[src/pkg/bpsc_pkg.sv]
/*
 Package for the primary status and class code register slice of a bridge.
 Assumes dword-aligned configuration offsets on the primary bus.
*/
`default_nettype none
package bpsc_pkg;
	localparam logic [7:0] BPSC_OFS_STATUS = 8'h04;
	localparam logic [7:0] BPSC_OFS_CLASS = 8'h08;
	localparam logic [7:0] BPSC_OFS_CMD = 8'h04;
	localparam int BPSC_BIT_PAR_ERR = 31;
	localparam int BPSC_BIT_SYSERR = 30;
	localparam int BPSC_BIT_GOT_MA = 29;
	localparam int BPSC_BIT_GOT_TA = 28;
	localparam int BPSC_BIT_GAVE_TA = 27;
	localparam int BPSC_BIT_MDP = 24;
	localparam int BPSC_BIT_PARITY_RESPONSE_ENABLE = 6;
	localparam int BPSC_BIT_SYSERR_OUTPUT_ENABLE = 8;
	localparam logic [1:0] BPSC_DEVSEL_MEDIUM = 2'h1;
	localparam logic [7:0] BPSC_INTERFACE_FIELD_A_IF = 8'h00;
	localparam logic [7:0] BPSC_SUBCLASS = 8'h04;
	localparam logic [7:0] BPSC_BASECLASS = 8'h06;
	localparam logic [15:0] BPSC_STATUS_RESET = 16'h02b0;
	localparam logic [15:0] BPSC_STATUS_RO_MASK = 16'h06b0;
	localparam logic [15:0] BPSC_STATUS_W1C_MASK = 16'hf900;

	typedef struct packed {
		logic par_err;
		logic syserr;
		logic got_ma;
		logic got_ta;
		logic gave_ta;
		logic mdp;
	} bpsc_evt_t;

	typedef struct packed {
		logic rd;
		logic wr;
		logic [7:0] addr;
		logic [3:0] be_n;
		logic [31:0] wdata;
	} bpsc_cfg_t;
endpackage : bpsc_pkg
`default_nettype wire

[src/rtl/bpsc_w1c_flag.sv]
/*
 One sticky status flag, set by hardware and cleared by writing one.
 Assumes set and clear are single-cycle qualified pulses.
*/
`timescale 1ns/1ps
`default_nettype none
module bpsc_w1c_flag (
	// Clock and reset
	input wire logic ref_clk,
	input wire logic reset_n,
	// Control
	input wire logic set_evt,
	input wire logic clr_req,
	// State
	output logic flag_ff
);
	logic nxt_flag;

	// Set beats clear so an event in the clearing cycle is kept
	always_comb begin
		nxt_flag = flag_ff;
		if (clr_req)
			nxt_flag = 1'b0;
		if (set_evt)
			nxt_flag = 1'b1;
	end

	always_ff @(posedge ref_clk or negedge reset_n) begin
		if (!reset_n)
			flag_ff <= 1'b0;
		else
			flag_ff <= nxt_flag;
	end

	a_set_wins: assert property (@(posedge ref_clk) disable iff (!reset_n)
		set_evt |=> flag_ff)
		else $error("flag lost a set event");
	a_clear_acts: assert property (@(posedge ref_clk) disable iff (!reset_n)
		clr_req && !set_evt |=> !flag_ff)
		else $error("flag not cleared by write of one");
	a_hold_idle: assert property (@(posedge ref_clk) disable iff (!reset_n)
		!clr_req && !set_evt |=> flag_ff == $past(flag_ff))
		else $error("flag changed without cause");
endmodule : bpsc_w1c_flag
`default_nettype wire

[src/rtl/bpsc_regs.sv]
/*
 Primary status word and class code dword of a bridge configuration header,
 plus the two command bits that gate status reporting.
 Assumes configuration accesses arrive as one-cycle strobes already decoded
 from primary bus configuration cycles, with active-low byte enables.
*/
// Summary of operation
// - Writing one clears a status flag; writing zero leaves it.
// - Only primary-interface events update this status word.
// - Bit 31 sets on primary address or data parity error.
// - Bit 30 sets when the primary system-error output is driven.
// - Bit 29 sets on master abort received as primary master.
// - Bit 28 sets on target abort received as primary master.
// - Bit 27 sets when bridge signals target abort as target.
// - Bits 26:25 read constant medium device-select timing, read-only.
// - Bit 24 sets when master, parity error seen, and response enabled.
// - Bits 23, 21, 20 read one, read-only.
// - Bits 22 and 19:16 read zero and ignore writes.
// - Revision byte at 0x08 bits 7:0 is read-only.
// - Programming-interface byte reads zero, ignores writes.
// - Subclass byte reads 0x04, read-only.
// - Base class byte reads 0x06, read-only.
// - Parity response bit 6 gates parity-error line and bit 24 parity flag.
// - System-error output driven only while enable bit 8 is one.
`timescale 1ns/1ps
`default_nettype none
module bpsc_regs
	import bpsc_pkg::*;
#(
	parameter logic [7:0] REVISION = 8'h01 // Arbitrary value
) (
	// Clock and reset
	input wire logic ref_clk,
	input wire logic reset_n,
	// Configuration access
	input wire bpsc_cfg_t cfg,
	output logic [31:0] rdata_ff,
	output logic rvalid_ff,
	// Primary bus events
	input wire logic pri_is_master,
	input wire logic pri_addr_par_err,
	input wire logic pri_data_par_err,
	input wire logic pri_perr_seen,
	input wire logic pri_got_ma,
	input wire logic pri_got_ta,
	input wire logic pri_gave_ta,
	input wire logic syserr_request,
	input wire logic perr_request,
	// Primary error pins
	output logic primary_syserr_n_ff,
	output logic primary_syserr_oe_ff,
	output logic primary_parity_err_n_ff,
	output logic primary_parity_err_oe_ff,
	// Command bits
	output logic parity_response_enable_ff,
	output logic syserr_output_enable_ff
);
	bpsc_evt_t evt;
	logic [15:0] status;
	logic [5:0] flags;
	logic [5:0] clr;
	logic [31:0] nxt_rdata;
	logic status_wr;
	logic cmd_wr;

	assign status_wr = cfg.wr && cfg.addr == BPSC_OFS_STATUS;
	assign cmd_wr = cfg.wr && cfg.addr == BPSC_OFS_CMD;

	// Command register low byte and high byte, gated by their own enables
	always_ff @(posedge ref_clk or negedge reset_n) begin
		if (!reset_n) begin
			parity_response_enable_ff <= 1'b0;
			syserr_output_enable_ff <= 1'b0;
		end else if (cmd_wr) begin
			if (!cfg.be_n[0])
				parity_response_enable_ff <= cfg.wdata[BPSC_BIT_PARITY_RESPONSE_ENABLE];
			if (!cfg.be_n[1])
				syserr_output_enable_ff <= cfg.wdata[BPSC_BIT_SYSERR_OUTPUT_ENABLE];
		end
	end

	// Pins are driven only while enabled; each pin follows its request one clock later
	always_ff @(posedge ref_clk or negedge reset_n) begin
		if (!reset_n) begin
			primary_syserr_n_ff <= 1'b1;
			primary_syserr_oe_ff <= 1'b0;
			primary_parity_err_n_ff <= 1'b1;
			primary_parity_err_oe_ff <= 1'b0;
		end else begin
			primary_syserr_n_ff <= !(syserr_request && syserr_output_enable_ff);
			primary_syserr_oe_ff <= syserr_request && syserr_output_enable_ff;
			primary_parity_err_n_ff <= !(perr_request && parity_response_enable_ff);
			primary_parity_err_oe_ff <= perr_request && parity_response_enable_ff;
		end
	end

	// Only primary-side inputs exist here; secondary status lives elsewhere
	always_comb begin
		evt.par_err = pri_addr_par_err || pri_data_par_err;
		evt.syserr = !primary_syserr_n_ff;
		evt.got_ma = pri_is_master && pri_got_ma;
		evt.got_ta = pri_is_master && pri_got_ta;
		evt.gave_ta = !pri_is_master && pri_gave_ta;
		evt.mdp = pri_is_master && (pri_data_par_err || pri_perr_seen)
			&& parity_response_enable_ff;
	end

	// Flags sit in byte 3 of the dword, so only that enable may clear them
	assign clr = {6{status_wr && !cfg.be_n[3]}} & {cfg.wdata[31:27], cfg.wdata[24]};

	genvar gi;
	generate
		for (gi = 0; gi < 6; gi++) begin : g_flag
			bpsc_w1c_flag u_flag (
				.ref_clk(ref_clk),
				.reset_n(reset_n),
				.set_evt(evt[gi]),
				.clr_req(clr[gi]),
				.flag_ff(flags[gi])
			);
		end
	endgenerate

	// Constant fields ignore writes by construction
	always_comb begin
		status = BPSC_STATUS_RESET & BPSC_STATUS_RO_MASK;
		status[10:9] = BPSC_DEVSEL_MEDIUM;
		status[15:11] = flags[5:1];
		status[8] = flags[0];
	end

	always_comb begin
		nxt_rdata = 32'h0000_0000;
		if (cfg.addr == BPSC_OFS_STATUS)
			nxt_rdata = {status, 7'h00, syserr_output_enable_ff, 1'b0, parity_response_enable_ff, 6'h00};
		else if (cfg.addr == BPSC_OFS_CLASS)
			nxt_rdata = {BPSC_BASECLASS, BPSC_SUBCLASS, BPSC_INTERFACE_FIELD_A_IF, REVISION};
	end

	// Read data is registered; disabled byte lanes read zero
	always_ff @(posedge ref_clk or negedge reset_n) begin
		if (!reset_n) begin
			rdata_ff <= 32'h0000_0000;
			rvalid_ff <= 1'b0;
		end else begin
			rvalid_ff <= cfg.rd;
			rdata_ff <= cfg.rd ? nxt_rdata & {{8{!cfg.be_n[3]}}, {8{!cfg.be_n[2]}},
				{8{!cfg.be_n[1]}}, {8{!cfg.be_n[0]}}} : 32'h0000_0000;
		end
	end

	a_status_const: assert property (@(posedge ref_clk) disable iff (!reset_n)
		status[10:9] == 2'h1 && status[7:0] == 8'hb0)
		else $error("status constant bits wrong");
	a_reserved_zero: assert property (@(posedge ref_clk) disable iff (!reset_n)
		status[6] == 1'b0 && status[3:0] == 4'h0)
		else $error("reserved status bits not zero");
	a_cap_ones: assert property (@(posedge ref_clk) disable iff (!reset_n)
		status[7] && status[5] && status[4])
		else $error("capability bits not one");
	a_class_read: assert property (@(posedge ref_clk) disable iff (!reset_n)
		cfg.rd && cfg.addr == 8'h08 && cfg.be_n == 4'h0 |=> rdata_ff[31:8] == 24'h060400 && rdata_ff[7:0] == REVISION)
		else $error("class dword read wrong");
	a_mdp_gated: assert property (@(posedge ref_clk) disable iff (!reset_n)
		!parity_response_enable_ff && !flags[0] |=> !flags[0])
		else $error("parity flag set while response disabled");
	a_perr_gated: assert property (@(posedge ref_clk) disable iff (!reset_n)
		primary_parity_err_oe_ff |-> $past(parity_response_enable_ff) && !primary_parity_err_n_ff)
		else $error("parity line driven while disabled");
	a_serr_gated: assert property (@(posedge ref_clk) disable iff (!reset_n)
		!primary_syserr_n_ff |-> $past(syserr_output_enable_ff) && $past(syserr_request))
		else $error("system error driven while disabled");
	a_serr_flag: assert property (@(posedge ref_clk) disable iff (!reset_n)
		!primary_syserr_n_ff |=> flags[4])
		else $error("system error flag not set");
	a_ma_flag: assert property (@(posedge ref_clk) disable iff (!reset_n)
		pri_is_master && pri_got_ma |=> flags[3])
		else $error("master abort flag not set");
	a_par_flag: assert property (@(posedge ref_clk) disable iff (!reset_n)
		pri_addr_par_err || pri_data_par_err |=> flags[5])
		else $error("detected parity flag not set");
	a_got_ta_flag: assert property (@(posedge ref_clk) disable iff (!reset_n)
		pri_is_master && pri_got_ta |=> flags[2])
		else $error("received target abort flag not set");
	a_gave_ta_flag: assert property (@(posedge ref_clk) disable iff (!reset_n)
		!pri_is_master && pri_gave_ta |=> flags[1])
		else $error("signaled target abort flag not set");
	a_mdp_flag: assert property (@(posedge ref_clk) disable iff (!reset_n)
		pri_is_master && (pri_data_par_err || pri_perr_seen) && parity_response_enable_ff |=> flags[0])
		else $error("master data parity flag not set");
	a_clr_byte: assert property (@(posedge ref_clk) disable iff (!reset_n)
		cfg.wr && cfg.be_n[3] |-> clr == 6'h00)
		else $error("clear acted on disabled byte");

	c_flag_clear: cover property (@(posedge ref_clk) disable iff (!reset_n)
		flags[5] ##1 status_wr && !cfg.be_n[3] && cfg.wdata[31] ##1 !flags[5]);
	c_set_and_clear: cover property (@(posedge ref_clk) disable iff (!reset_n)
		evt.got_ta && clr[2]);
	c_serr_drive: cover property (@(posedge ref_clk) disable iff (!reset_n)
		syserr_output_enable_ff && syserr_request);
	c_class_read: cover property (@(posedge ref_clk) disable iff (!reset_n)
		cfg.rd && cfg.addr == BPSC_OFS_CLASS);
	c_perr_drive: cover property (@(posedge ref_clk) disable iff (!reset_n)
		parity_response_enable_ff && perr_request);
endmodule : bpsc_regs
`default_nettype wire

[config.mk]
export PLATFORM = sky130hd
export DESIGN_NAME = bpsc_regs
export DESIGN_NICKNAME = d
export VERILOG_FILES = /design/src/pkg/bpsc_pkg.sv /design/src/rtl/bpsc_w1c_flag.sv /design/src/rtl/bpsc_regs.sv
export SDC_FILE = /design/constraint.sdc
export NUM_CORES = 1
export LEC_CHECK = 0
export ABC_AREA = 1
export BUFFER_PORTS_ARGS = -buffer_cell sky130_fd_sc_hd__buf_2
export CAP_MARGIN = 20
export CELL_PAD_IN_SITES_DETAIL_PLACEMENT = 0
export CELL_PAD_IN_SITES_GLOBAL_PLACEMENT = 1
export CORE_MARGIN = 1
export CORE_UTILIZATION = 23
export CTS_BUF_LIST = sky130_fd_sc_hd__clkbuf_2 sky130_fd_sc_hd__clkbuf_4 sky130_fd_sc_hd__clkbuf_8
export DETAILED_ROUTE_END_ITERATION = 10
export PLACE_DENSITY_LB_ADDON = 0.1
export SYNTH_ARGS = -nofsm -noshare
export SYNTH_HDL_FRONTEND = slang
export SYNTH_HIERARCHICAL = 1
export SYNTH_SLANG_ARGS = --single-unit
[constraint.sdc]
create_clock -name ref_clk -period 1 [get_ports ref_clk]
set_input_delay 0.05 -clock ref_clk [delete_from_list [all_inputs] [get_ports ref_clk]]
set_output_delay 0.05 -clock ref_clk [all_outputs]
set_load 0.005 [all_outputs]
### Word level (Yosys, flattened, before mapping)

Index checks and enable logic that the tools add are counted.
Widths: inputs -> output; s select.

| word-level totals | value |
|---|---|
| flip-flop bits (word level) | 45 |
| latch bits | 0 |
| RAM bits | 0 |
| bits in read-only memories | 0 |
| output and inout port bits | 39 |
| memories | 0 |

| operators by class | value |
|---|---|
| add/subtract/negate cells | 0 |
| multipliers | 0 |
| divide/modulo/power cells | 0 |
| magnitude comparators | 0 |
| eq/ne operators | 3 |
| shifts and indexed selects | 0 |
| muxes and demuxes | 15 |
| bitwise logic cells | 4 |
| reductions and logical operators | 25 |

Operators with widths:

| kind | count |
|---|---|
| $mux 32 | 2 |
| $and 32x32->32 | 1 |
| $mux 27 | 1 |
| $mux 1 | 12 |
| $reduce_bool 2->1 | 5 |
| $logic_and 1x1->1 | 9 |
| $eq 8x3->1 const B | 1 |
| $eq 8x4->1 const B | 1 |
| $logic_not 1->1 | 7 |
| $and 6x6->6 | 1 |
| $reduce_and 2->1 | 2 |
| $logic_or 1x1->1 | 2 |
| $ne 2x1->1 const B | 1 |
| $not 1->1 | 2 |

### Logic depth before layout (Yosys ltp)

Gate-level depths: netlist of run 1.

| depth | value |
|---|---|
| depth in word-level cells | 6 |
| gate-level depth with buffers | 9 |
| depth with buffers taken out | 9 |

### By module

The synthesis of run 1 kept the hierarchy.

Modules (own cells, without submodules):

| module | instances | cells each | area an instance (sq um) |
|---|---|---|---|
| bpsc_regs | 1 | 115 | 1006.0 |
| bpsc_w1c_flag | 6 | 5 | 40.0 |

### Worst setup path after synthesis of run 1

No wires, ideal clock.

| path | value |
|---|---|
| path type | input port to flip-flop |
| from | input port cfg[43] (netlist name) |
| to | register g_flag[0].u_flag.flag_ff |
| library setup time | 0.116 ns |
| arrival | 0.743 ns |
| required time | 0.884 ns |
| setup slack | 0.140 ns |
| stages | 8 |
| path through | nor2_1 nand2_2 nor2_8 nand3_4 nor2_1 inv_1 nand2_1 nand2_1 |

| on the way | value |
|---|---|
| longest elaborated chain between the ends | 5 |

Ends and longest elaborated chain:

| what | RTL line | source |
|---|---|---|
| from (decl) | bpsc_regs.sv:36 | `input wire bpsc_cfg_t cfg,` |
| $eq 8x3->1 | bpsc_regs.sv:66 | `assign status_wr = cfg.wr && cfg.addr == BPSC_OFS_STATUS;` |
| $logic_and 1x1->1 | bpsc_regs.sv:66 |  |
| $logic_and 1x1->1 | bpsc_regs.sv:109 | `assign clr = {6{status_wr && !cfg.be_n[3]}} & {cfg.wdata[31:27], cfg.wdata[24]};` |
| $and 6x6->6 | bpsc_regs.sv:109 |  |
| via clr[0] | bpsc_regs.sv:61 | `logic [5:0] clr;` |
| $reduce_bool 2->1 (no source line) | -- |  |
| to (signal assigned) | bpsc_w1c_flag.sv:32 | `flag_ff <= nxt_flag;` |
| to (decl) | bpsc_w1c_flag.sv:15 | `output logic flag_ff` |

The timed path passes the listed nets, and every way through them passes these cells.
A chain may end at the register's enable or synchronous reset.

### Worst setup path in the final report of run 1

| path | value |
|---|---|
| from | register primary_syserr_n_ff |
| to | output port primary_syserr_n_ff |

RTL lines:

| what | RTL line | source |
|---|---|---|
| from (decl) | bpsc_regs.sv:50 | `output logic primary_syserr_n_ff,` |
| from (signal assigned) | bpsc_regs.sv:90 | `primary_syserr_n_ff <= !(syserr_request && syserr_output_enable_ff);` |

No word-level cell between the ends.

==> reports/summary.txt, run 1 <==
Status - finished clean
Skew-Pair Late Insertion Delay - 260 ps
Global route hottest layer - met2
Grt total ovfl - 0
FF-to-FF Start - primary_syserr_n_ff
Largest delay contributor family on the critical path - flip-flops
Total die area - 0.005717 sq mm
PD cells - 1159 mW/mm^2
M3 GR Usage - 2.116%
Reg2reg end - g_flag[4].u_flag/flag_ff
Achievable frequency - 1057 MHz
Multi-input gate area - 367.9 sq um
Hold Fails Final Rpt - 0
Clock transition at path regs - 80 ps
Hold Crit Start - cfg[8]
Seq pwr share - 55.7%
Commonest non-fill, non-tap cells in the layout - buf_2 (54), inv_1 (37), dfrtp_1 (24)
Clock skew - 3.286 ps
Crit-path cells - buf_2
Critical Path Stages - 1
Final WS setup - 54.18 ps
CTS Sinks - 26
Worst Setup End Kind - primary output
Remaining routing DRC violations - 0
Post-CTS Setup Inserts - 0
Routability cong. - 0.6873
HPWL after detailed placement - 1940 um
CTS Buffer Depth - 2
Crit path buffers/inverters - 1
Yosys cell types - 18
Max_cap viols - 0
Met2 Usage GRT - 15.18%
Worst vdd ir - 0.4154 mV
# rows - 26
Number of I/O port buffers - 54
FF-to-FF setup slack - 240 ps
CTS buffer count - 3
Crit path kind - reg -> out
Vias in the first global route - 780
Worst Hold Path EP - syserr_output_enable_ff
Met1 usage - 9.493%
Critical Path Fanout Max - 2
RSZ-0062 raised after global routing - false
Post-CTS sizing - 0
FF/Latch Area - 653.1 sq um
Routed vias - 959
All-Layer GR Usage - 8.464%
Mean Syn Cell Area - 8.594 sq um
Synth warn - 6
Fin nets - 265
NetSw - 416.0 uW
Clock power frac - 34.4%
Placement Setup Slack - -33.04 ps
Slowest CP cell - dfstp_2
Die Y - 75.61 um
Diode count - 0
Share of layout cells above drive strength 1 - 34.30%
CTS H-tree lvls - 1
I/O pins - 96
Switch share - 21.70%
DR pass1 iterations - 4
Crit path launch type - flop
Pin count of the biggest net entering global routing - 27
Area of the mapped netlist - 0.001246 sq mm
Seq cells post-synth - 26
R2r worst-path depth - 3
Final setup viols - 0
CP peak stage delay - 530 ps
Cell Int Power - 1.501 mW
Area Growth Syn to Fin - 32.73%
DRT iter0 DRCs - 15
Arrival time at the worst endpoint - 900 ps
Seq/Total Area, Yosys - 52.41%
Fillcell total - 579
CTS tree - yes
Post-synthesis cell count - 145
Root Driver - clkbuf_8
Final cell count without fillers - 277
Wire length per cell - 8.809 um
First-pass GRT wire length - 3539 um
Die width - 75.61 um
Worst min path class - in -> reg
Cells after DPL - 268
Starting density of the core - 24.09%
Final worst-path cycle share - 94.58%
Leak pwr - 1.048 nW
Total wire length - 2440 um
Hold depth - 3
Antenna Nets Post-Route - 0
Commonest non-fill, non-tap cell in the layout - buf_2
CORE AREA - 0.005172 sq mm
Comb power frac - 9.9%
Final min period - 945.8 ps
Data required, critical path - 950 ps
Vias/cell - 3.462
Max Slew Vio Count - 0
Antenna violations before repair - 0
worst max path at each step:
stage	end	slack, ps	startpoint
4_1_cts	primary_syserr_n_ff	40	primary_syserr_n_ff
6_report	primary_syserr_n_ff	50	primary_syserr_n_ff
2_1_floorplan	g_flag[0].u_flag/flag_ff	140	cfg[43]
5_1_grt	primary_syserr_n_ff	7	primary_syserr_n_ff
3_5_place_dp	g_flag[1].u_flag/flag_ff	-30	cfg[41]
3_3_place_gp	g_flag[3].u_flag/flag_ff	-0.2	cfg[43]
flip-flops by register name, indices dropped and copies added (netlist names):
register / flops
primary_syserr_n_ff: 1
parity_response_enable_ff: 1
primary_parity_err_n_ff: 1
rvalid_ff: 1
syserr_output_enable_ff: 1
primary_syserr_oe_ff: 1
primary_parity_err_oe_ff: 1
rdata_ff: 13
g_flag.u_flag/flag_ff: 6
worst reg2reg max path, stage by stage, from the launching register on:
cell and delay [ps]:
dfstp_2 530, inv_1 40, inv_1 40, nand2_1 50
final cells by class:
| class | instances | share of cell area, % |
|---|---|---|
| Inverter | 38 | 8.623 |
| Multi-Input combinational cell | 78 | 22.24 |
| Tap cell | 70 | 5.295 |
| Timing Repair Buffer | 61 | 21.03 |
| Sequential cell | 26 | 39.49 |
| Clock buffer | 4 | 3.328 |
through the flow:
step           instance area [sq um]  hold WS, ps  util, %  power [mW]  setup TNS (ps)
2_1_floorplan                   1306       -245.6        -       1.199               0
3_5_place_dp                    1549        7.152    29.95       1.268          -245.6
3_3_place_gp                    1549        5.625    29.95       1.266         -0.1723
5_1_grt                         1654        29.59    31.98       2.032               0
4_1_cts                         1654        28.79    31.98       1.962               0
6_report                        1654        33.85    31.98       1.917               0
synthesized netlist by cell type:
cell / number / area [sq um]
nand2_2: 2 / 12.51
inv_1: 37 / 138.9
nor2_8: 1 / 20.02
nor2_2: 2 / 12.51
o21ai_0: 2 / 10.01
nand4_1: 2 / 12.51
nand3b_1: 1 / 7.510
nand3_4: 2 / 35.03
dfrtp_1: 24 / 600.6
or2_2: 1 / 6.260
conb_1: 1 / 3.750
nor3_1: 3 / 15.01
nor2_1: 19 / 71.32
inv_2: 1 / 3.750
buf_4: 19 / 142.6
nand2_1: 23 / 86.33
dfstp_2: 2 / 52.55
nand3_1: 3 / 15.01
what timing repair did:
action	CTS	global route
setup endpoints to repair	0	0
hold endpoints to repair	32	0
hold buffers	5	0
power groups by stage:
stage | clock network (mW) | registers, mW | logic [mW]
3_3_place_gp | 0 | 1.09 | 0.178
5_1_grt | 0.745 | 1.07 | 0.217
6_report | 0.659 | 1.07 | 0.191
4_1_cts | 0.699 | 1.07 | 0.195
2_1_floorplan | 0 | 1.09 | 0.110
3_5_place_dp | 0 | 1.09 | 0.179
routing by layer:
metal,share of wire (%),up-vias
met5,0,-
met4,0.94,0
met3,5.7,2
met2,53,39
met1,40,417
li1,-,501
kinds of logic (layout without fill, tap and decap cells):
group	count (synthesis)	in the layout	synth area share, %
AO/OA/AOI/OAI	2	2	0.8032
buffers and inverters	57	103	22.89
flip-flops	26	26	52.41
other	1	17	0.3009
AND/OR/NAND/NOR	59	59	23.59
(Power assumes the default switching activity.)
==> run 2, diff against run 1 <==
- CORE_ASPECT_RATIO: unset -> 1.1
==> run 2 against run 1 <==
Against the previous run:
- critical path depth did not move
- clock skew rose by 2.9 ps
- sequential share of layout area rose by 0.24 points
==> reports/summary.txt, run 2 (synthesis results as in run 1) <==
Status - finished clean
Worst vdd ir - 0.4833 mV (+16%)
Grt total ovfl - 0 (unchanged)
Achievable frequency - 1053 MHz (-0.36%)
Data required, critical path - 950 ps (about the same)
Core Util, Final - 32.23% (+0.25 points)
Crit path launch type - flop
Worst min path class - in -> reg
Area Growth Syn to Fin - 31.93%
Share of layout cells above drive strength 1 - 34.30% (unchanged)
Pin count of the biggest net entering global routing - 27 (unchanged)
DRT iter0 DRCs - 29 (+14)
Max reg flops - 13 (unchanged)
# rows - 27 (+3.8%)
Fin nets - 265 (unchanged)
CTS Buffer Depth - 2 (unchanged)
PD cells - 1168 mW/mm^2 (+0.76%)
All-Layer GR Usage - 8.808% (+0.34 points)
Routed vias - 986 (+2.8%)
CORE AREA - 0.005101 sq mm (-1.4%)
Vias in the first global route - 850 (+9.0%)
Worst Setup End Kind - primary output
First-pass GRT wire length - 3774 um (+6.6%)
DP Area - 0.001539 sq mm (-0.65%)
Clock power frac - 34.8% (+0.4 points)
Crit-path cells - buf_2
FF-to-FF Start - parity_response_enable_ff
Skew-Pair Late Insertion Delay - 270 ps (about the same)
Root Driver - clkbuf_8
Crit path buffers/inverters - 1 (unchanged)
Fillcell total - 562 (-2.9%)
Multi-input gate area - 367.9 sq um (unchanged)
Antenna violations before repair - 0 (unchanged)
Max Slew Vio Count - 0 (unchanged)
Slowest CP cell - dfstp_2
CTS Sinks - 26 (unchanged)
Routability cong. - 0.6881 (+0.12%)
Arrival time at the worst endpoint - 900 ps (about the same)
CTS tree - yes
Met2 Usage GRT - 14.67% (-0.51 points)
Crit path kind - reg -> out
Hold Fails Final Rpt - 0 (unchanged)
Critical Path Fanout Max - 2 (unchanged)
HPWL after detailed placement - 1919 um (-1.1%)
M3 GR Usage - 0.3807% (-1.7 points)
Starting density of the core - 24.43% (+0.34 points)
DR pass1 iterations - 2 (-2)
Post-CTS Setup Inserts - 0 (unchanged)
Biggest regs - rdata_ff x13, g_flag.u_flag/flag_ff x6
Total die area - 0.005717 sq mm (about the same)
I/O pins - 96 (unchanged)
NetSw - 424.1 uW (+1.9%)
Cell Int Power - 1.496 mW (-0.34%)
Post-route cell area - 0.001644 sq mm (-0.61%)
Vias/cell - 3.534 (+2.1%)
Hold Crit Start - cfg[33]
Met1 usage - 10.98% (+1.5 points)
Clock skew - 6.231 ps (+2.945 ps)
Hold WS - 38.95 ps (+5.095 ps)
CP peak stage delay - 530 ps (about the same)
Number of I/O port buffers - 54 (unchanged)
Commonest non-fill, non-tap cell in the layout - buf_2
Final setup viols - 0 (unchanged)
Antenna Nets Post-Route - 0 (unchanged)
Die width - 72.19 um (-4.5%)
Max_cap viols - 0 (unchanged)
Comb power frac - 9.6% (-0.3 points)
Largest delay contributor family on the critical path - flip-flops
CTS buffer count - 3 (unchanged)
Switch share - 22.09% (+0.39 points)
Global route hottest layer - met2
Worst setup path start - primary_syserr_n_ff
Remaining routing DRC violations - 0 (unchanged)
CTS H-tree lvls - 1 (unchanged)
Die Y - 79.20 um (+4.7%)
Biggest register - rdata_ff
Seq pwr share - 55.6% (about the same)
Total wire length - 2426 um (-0.57%)
Commonest non-fill, non-tap cells in the layout - buf_2 (54), inv_1 (37), dfrtp_1 (24)
FF/Latch Area - 653.1 sq um (unchanged)
Post-CTS sizing - 0 (unchanged)
Clock transition at path regs - 80 ps (about the same)
Final worst-path cycle share - 94.92% (+0.34 points)
Leak pwr - 1.043 nW (-0.44%)
Final min period - 949.2 ps (+3.420 ps)
RSZ-0062 raised after global routing - false
Wire length per cell - 8.695 um (-1.3%)
Total power draw - 1.920 mW (+0.15%)
Diode count - 0 (unchanged)
-- run 2: cell counts in the layout (fill, tap and decap cells not counted) --
Identical to the previous run, type by type.
-- run 2: per-layer routing --
metal  wire (um)  vias to the layer above
li1            -                      501
met1        1089                      445
met2        1200                       38
met3          96                        2
met4          40                        0
met5           0                        -
-- run 2: power by group through the flow --
stage          registers, mW  clock network (mW)  logic (mW)
2_1_floorplan           1.09                   0       0.110
3_3_place_gp            1.09                   0       0.170
3_5_place_dp            1.09                   0       0.173
4_1_cts                 1.07               0.694       0.189
5_1_grt                 1.07               0.735       0.211
6_report                1.07               0.668       0.184
-- run 2: repair_timing --
| item | in CTS | in global routing |
|---|---|---|
| setup endpoints to repair | 0 | 0 |
| hold buffers | 5 | 0 |
| endpoints found under the hold margin | 31 | 0 |
-- run 2: final timing paths --
kind	end	slack, ps	cells after the start
setup / recovery	primary_syserr_n_ff	50	1
hold / removal	rdata_ff[8]	40	4
setup reg to reg	rdata_ff[6]	210	2
hold reg to reg	g_flag[0].u_flag/flag_ff	480	2
max in group asynchronous	primary_syserr_n_ff	410	3
min in group asynchronous	rdata_ff[25]	290	3
-- run 2: per-stage QoR --
step | instances | setup WS (ps) | TNS [ps]
after CTS | 279 | 35.07 | 0
after floorplan | 161 | 140.3 | 0
after global placement | 270 | -9.761 | -18.70
final | 279 | 50.76 | 0
after global routing | 279 | 15.38 | 0
after detailed placement | 270 | -21.69 | -56.69
-- run 2: layout make-up --
cell class,count,area share [%]
well taps,72,5.479
flip-flops and latches,26,39.73
multi-input cells,78,22.37
inverters,38,8.676
clock buffers,4,3.349
repair buffers,61,20.40
-- run 2: worst reg2reg max path: stages (launching register included) --
cell	delay, ps
dfrtp_1	430
inv_1	90
nor3_1	190
==> run 3, diff against run 2 <==
--- a/config.mk
+++ b/config.mk
@@ -16,5 +16,5 @@
 export CTS_BUF_LIST = sky130_fd_sc_hd__clkbuf_2 sky130_fd_sc_hd__clkbuf_4 sky130_fd_sc_hd__clkbuf_8
 export DETAILED_ROUTE_END_ITERATION = 10
-export PLACE_DENSITY_LB_ADDON = 0.1
+export PLACE_DENSITY_LB_ADDON = 0.15
 export SYNTH_ARGS = -nofsm -noshare
 export SYNTH_HDL_FRONTEND = slang
==> constraint.sdc (replaced) <==
create_clock -name ref_clk -period 1 [get_ports ref_clk]
set_input_delay 0.2 -clock ref_clk [delete_from_list [all_inputs] [get_ports ref_clk]]
set_output_delay 0.2 -clock ref_clk [all_outputs]
set_load 0.005 [all_outputs]
==> run 3 against run 2 <==
Against the previous run:
- the flow now finishes with violations (negative setup slack)
- power grew 0.87%
- critical path depth did not move
- sequential cell count is the same
- clock skew about the same
- sequential power is essentially flat
- utilization increased by 0.88 points
==> reports/summary.txt, run 3 (synthesis results as in run 1) <==
Status - complete, but fails checks
Failing checks - negative setup slack
All-Layer GR Usage - 9.622% (+0.81 points)
Vias in the first global route - 894 (+5.2%)
FF-to-FF setup slack - 130 ps (-80 ps)
Crit path launch type - flop
Skew-Pair Late Insertion Delay - 270 ps (about the same)
CTS Sinks - 26 (unchanged)
PD cells - 1146 mW/mm^2 (-1.8%)
R2r worst-path depth - 5 (+3)
Arrival time at the worst endpoint - 890 ps (about the same)
Grt total ovfl - 0 (unchanged)
Clock transition at path regs - 90 ps (about the same)
Total die area - 0.005717 sq mm (unchanged)
Hold WS - 60.92 ps (+21.97 ps)
Achievable frequency - 913.3 MHz (-13%)
Worst min path class - in -> reg
Vias/cell - 3.530 (-0.10%)
Number of I/O port buffers - 54 (unchanged)
Total wire length - 2592 um (+6.8%)
Worst Setup End Kind - primary output
Final setup viols - 3 (+3)
Die Y - 79.20 um (unchanged)
Fin nets - 265 (unchanged)
Root Driver - clkbuf_8
Data required, critical path - 800 ps (-150 ps)
HPWL after detailed placement - 2091 um (+9.0%)
Wire length per cell - 9.290 um (+6.8%)
Biggest regs - rdata_ff x13, g_flag.u_flag/flag_ff x6
Hold depth - 2 (-2)
CTS tree - yes
Starting density of the core - 24.43% (unchanged)
Cells after DPL - 272 (+0.74%)
Remaining routing DRC violations - 0 (unchanged)
Worst vdd ir - 0.4946 mV (+2.3%)
Area Growth Syn to Fin - 35.54%
Final cell count without fillers - 279 (unchanged)
Slowest CP cell - dfstp_2
Placement Setup Slack - -272.4 ps (-250.7 ps)
Commonest non-fill, non-tap cell in the layout - buf_2
Critical Path Fanout Max - 2 (unchanged)
Leak pwr - 1.053 nW (+0.97%)
Reg2reg end - g_flag[0].u_flag/flag_ff
Share of layout cells above drive strength 1 - 39.13% (+4.8 points)
Max Slew Vio Count - 0 (unchanged)
Final min period - 1095 ps (+145.7 ps)
RSZ-0062 raised after global routing - true
DRT iter0 DRCs - 53 (+83%)
CTS Buffer Depth - 2 (unchanged)
FF-to-FF Start - parity_response_enable_ff
Crit path kind - reg -> out
Crit path buffers/inverters - 1 (unchanged)
CTS buffer count - 3 (unchanged)
Final worst-path cycle share - 109.5% (+15 points)
Antenna violations before repair - 0 (unchanged)
Antenna Nets Post-Route - 0 (unchanged)
I/O pins - 96 (unchanged)
Pin count of the biggest net entering global routing - 15 (-44%)
Hold Crit Start - perr_request
Largest delay contributor family on the critical path - flip-flops
# rows - 27 (unchanged)
Crit-path cells - buf_2
Die width - 72.19 um (unchanged)
Clock skew - 6.237 ps (+0.005640 ps)
First-pass GRT wire length - 4188 um (+11%)
CP peak stage delay - 530 ps (about the same)
Worst Hold Path EP - primary_parity_err_n_ff
Routability cong. - 0.6842 (-0.57%)
Total power draw - 1.936 mW (+0.87%)
CORE AREA - 0.005101 sq mm (unchanged)
Routed vias - 985 (-0.10%)
CTS H-tree lvls - 1 (unchanged)
Hold Fails Final Rpt - 0 (unchanged)
Diode count - 0 (unchanged)
Commonest non-fill, non-tap cells in the layout - buf_2 (53), inv_1 (36), dfrtp_1 (24)
Critical Path Stages - 1 (unchanged)
Biggest register - rdata_ff
Max reg flops - 13 (unchanged)
Final WS setup - -94.96 ps (-145.7 ps)
DR pass1 iterations - 3 (+1)
Max_cap viols - 0 (unchanged)
run 3: cell types whose count changed in the layout (fill, tap and decap cells not counted), sizes merged:
cell / previous run / this run
clkbuf: 4 / 5
buf: 56 / 59
dlygate4sd3: 5 / 1
run 3: layout make-up:
cell class / count / area [sq um]
Timing Repair Buffer: 61 / 340.3
Multi-Input combinational cell: 78 / 395.4
Sequential cell: 26 / 653.1
Clock buffer: 4 / 55.05
Tap cell: 72 / 90.09
Inverter: 38 / 155.1
Fill cell: 533 / 3412
run 3: how the worst max path moves through the flow:
stage                              startpoint                        to  slack (ps)
after floorplan                       cfg[38]  g_flag[0].u_flag/flag_ff          -2
after global placement                cfg[38]  g_flag[0].u_flag/flag_ff        -250
after detailed placement              cfg[38]  g_flag[0].u_flag/flag_ff        -270
after CTS                 primary_syserr_n_ff       primary_syserr_n_ff        -110
after global routing      primary_syserr_n_ff       primary_syserr_n_ff        -130
final                     primary_syserr_n_ff       primary_syserr_n_ff         -90
run 3: power breakdown:
group          leakage (nW)  switching (mW)  internal, mW
registers             0.326         0.00417          1.06
clock network        0.0288           0.317         0.351
logic                 0.698           0.116        0.0862
run 3: per-stage QoR:
stage	area (sq um)	TNS (ps)	util (%)
2_1_floorplan	1336	-2.370	-
5_1_grt	1689	-410.4	33.11
3_3_place_gp	1597	-2820	31.30
3_5_place_dp	1597	-3196	31.30
6_report	1689	-185.4	33.11
4_1_cts	1677	-221.4	32.87
run 3: repair_timing:
action                     CTS  global route
setup buffers                2             0
hold endpoints to repair     7             0
pin swaps                    0             3
hold buffers                 1             0
resized for setup            0             4
cloned                       0             0
setup endpoints to repair    4            14
run 3: metal layers:
metal | track usage, % | wire length (um) | share of wire [%] | vias up
met3 | 2.030 | 205 | 7.9 | 2
met4 | 5.294 | 32 | 1.2 | 0
met2 | 15.42 | 1215 | 47 | 43
li1 | - | - | - | 502
met1 | 11.95 | 1138 | 44 | 438
met5 | 0 | 0 | 0 | -
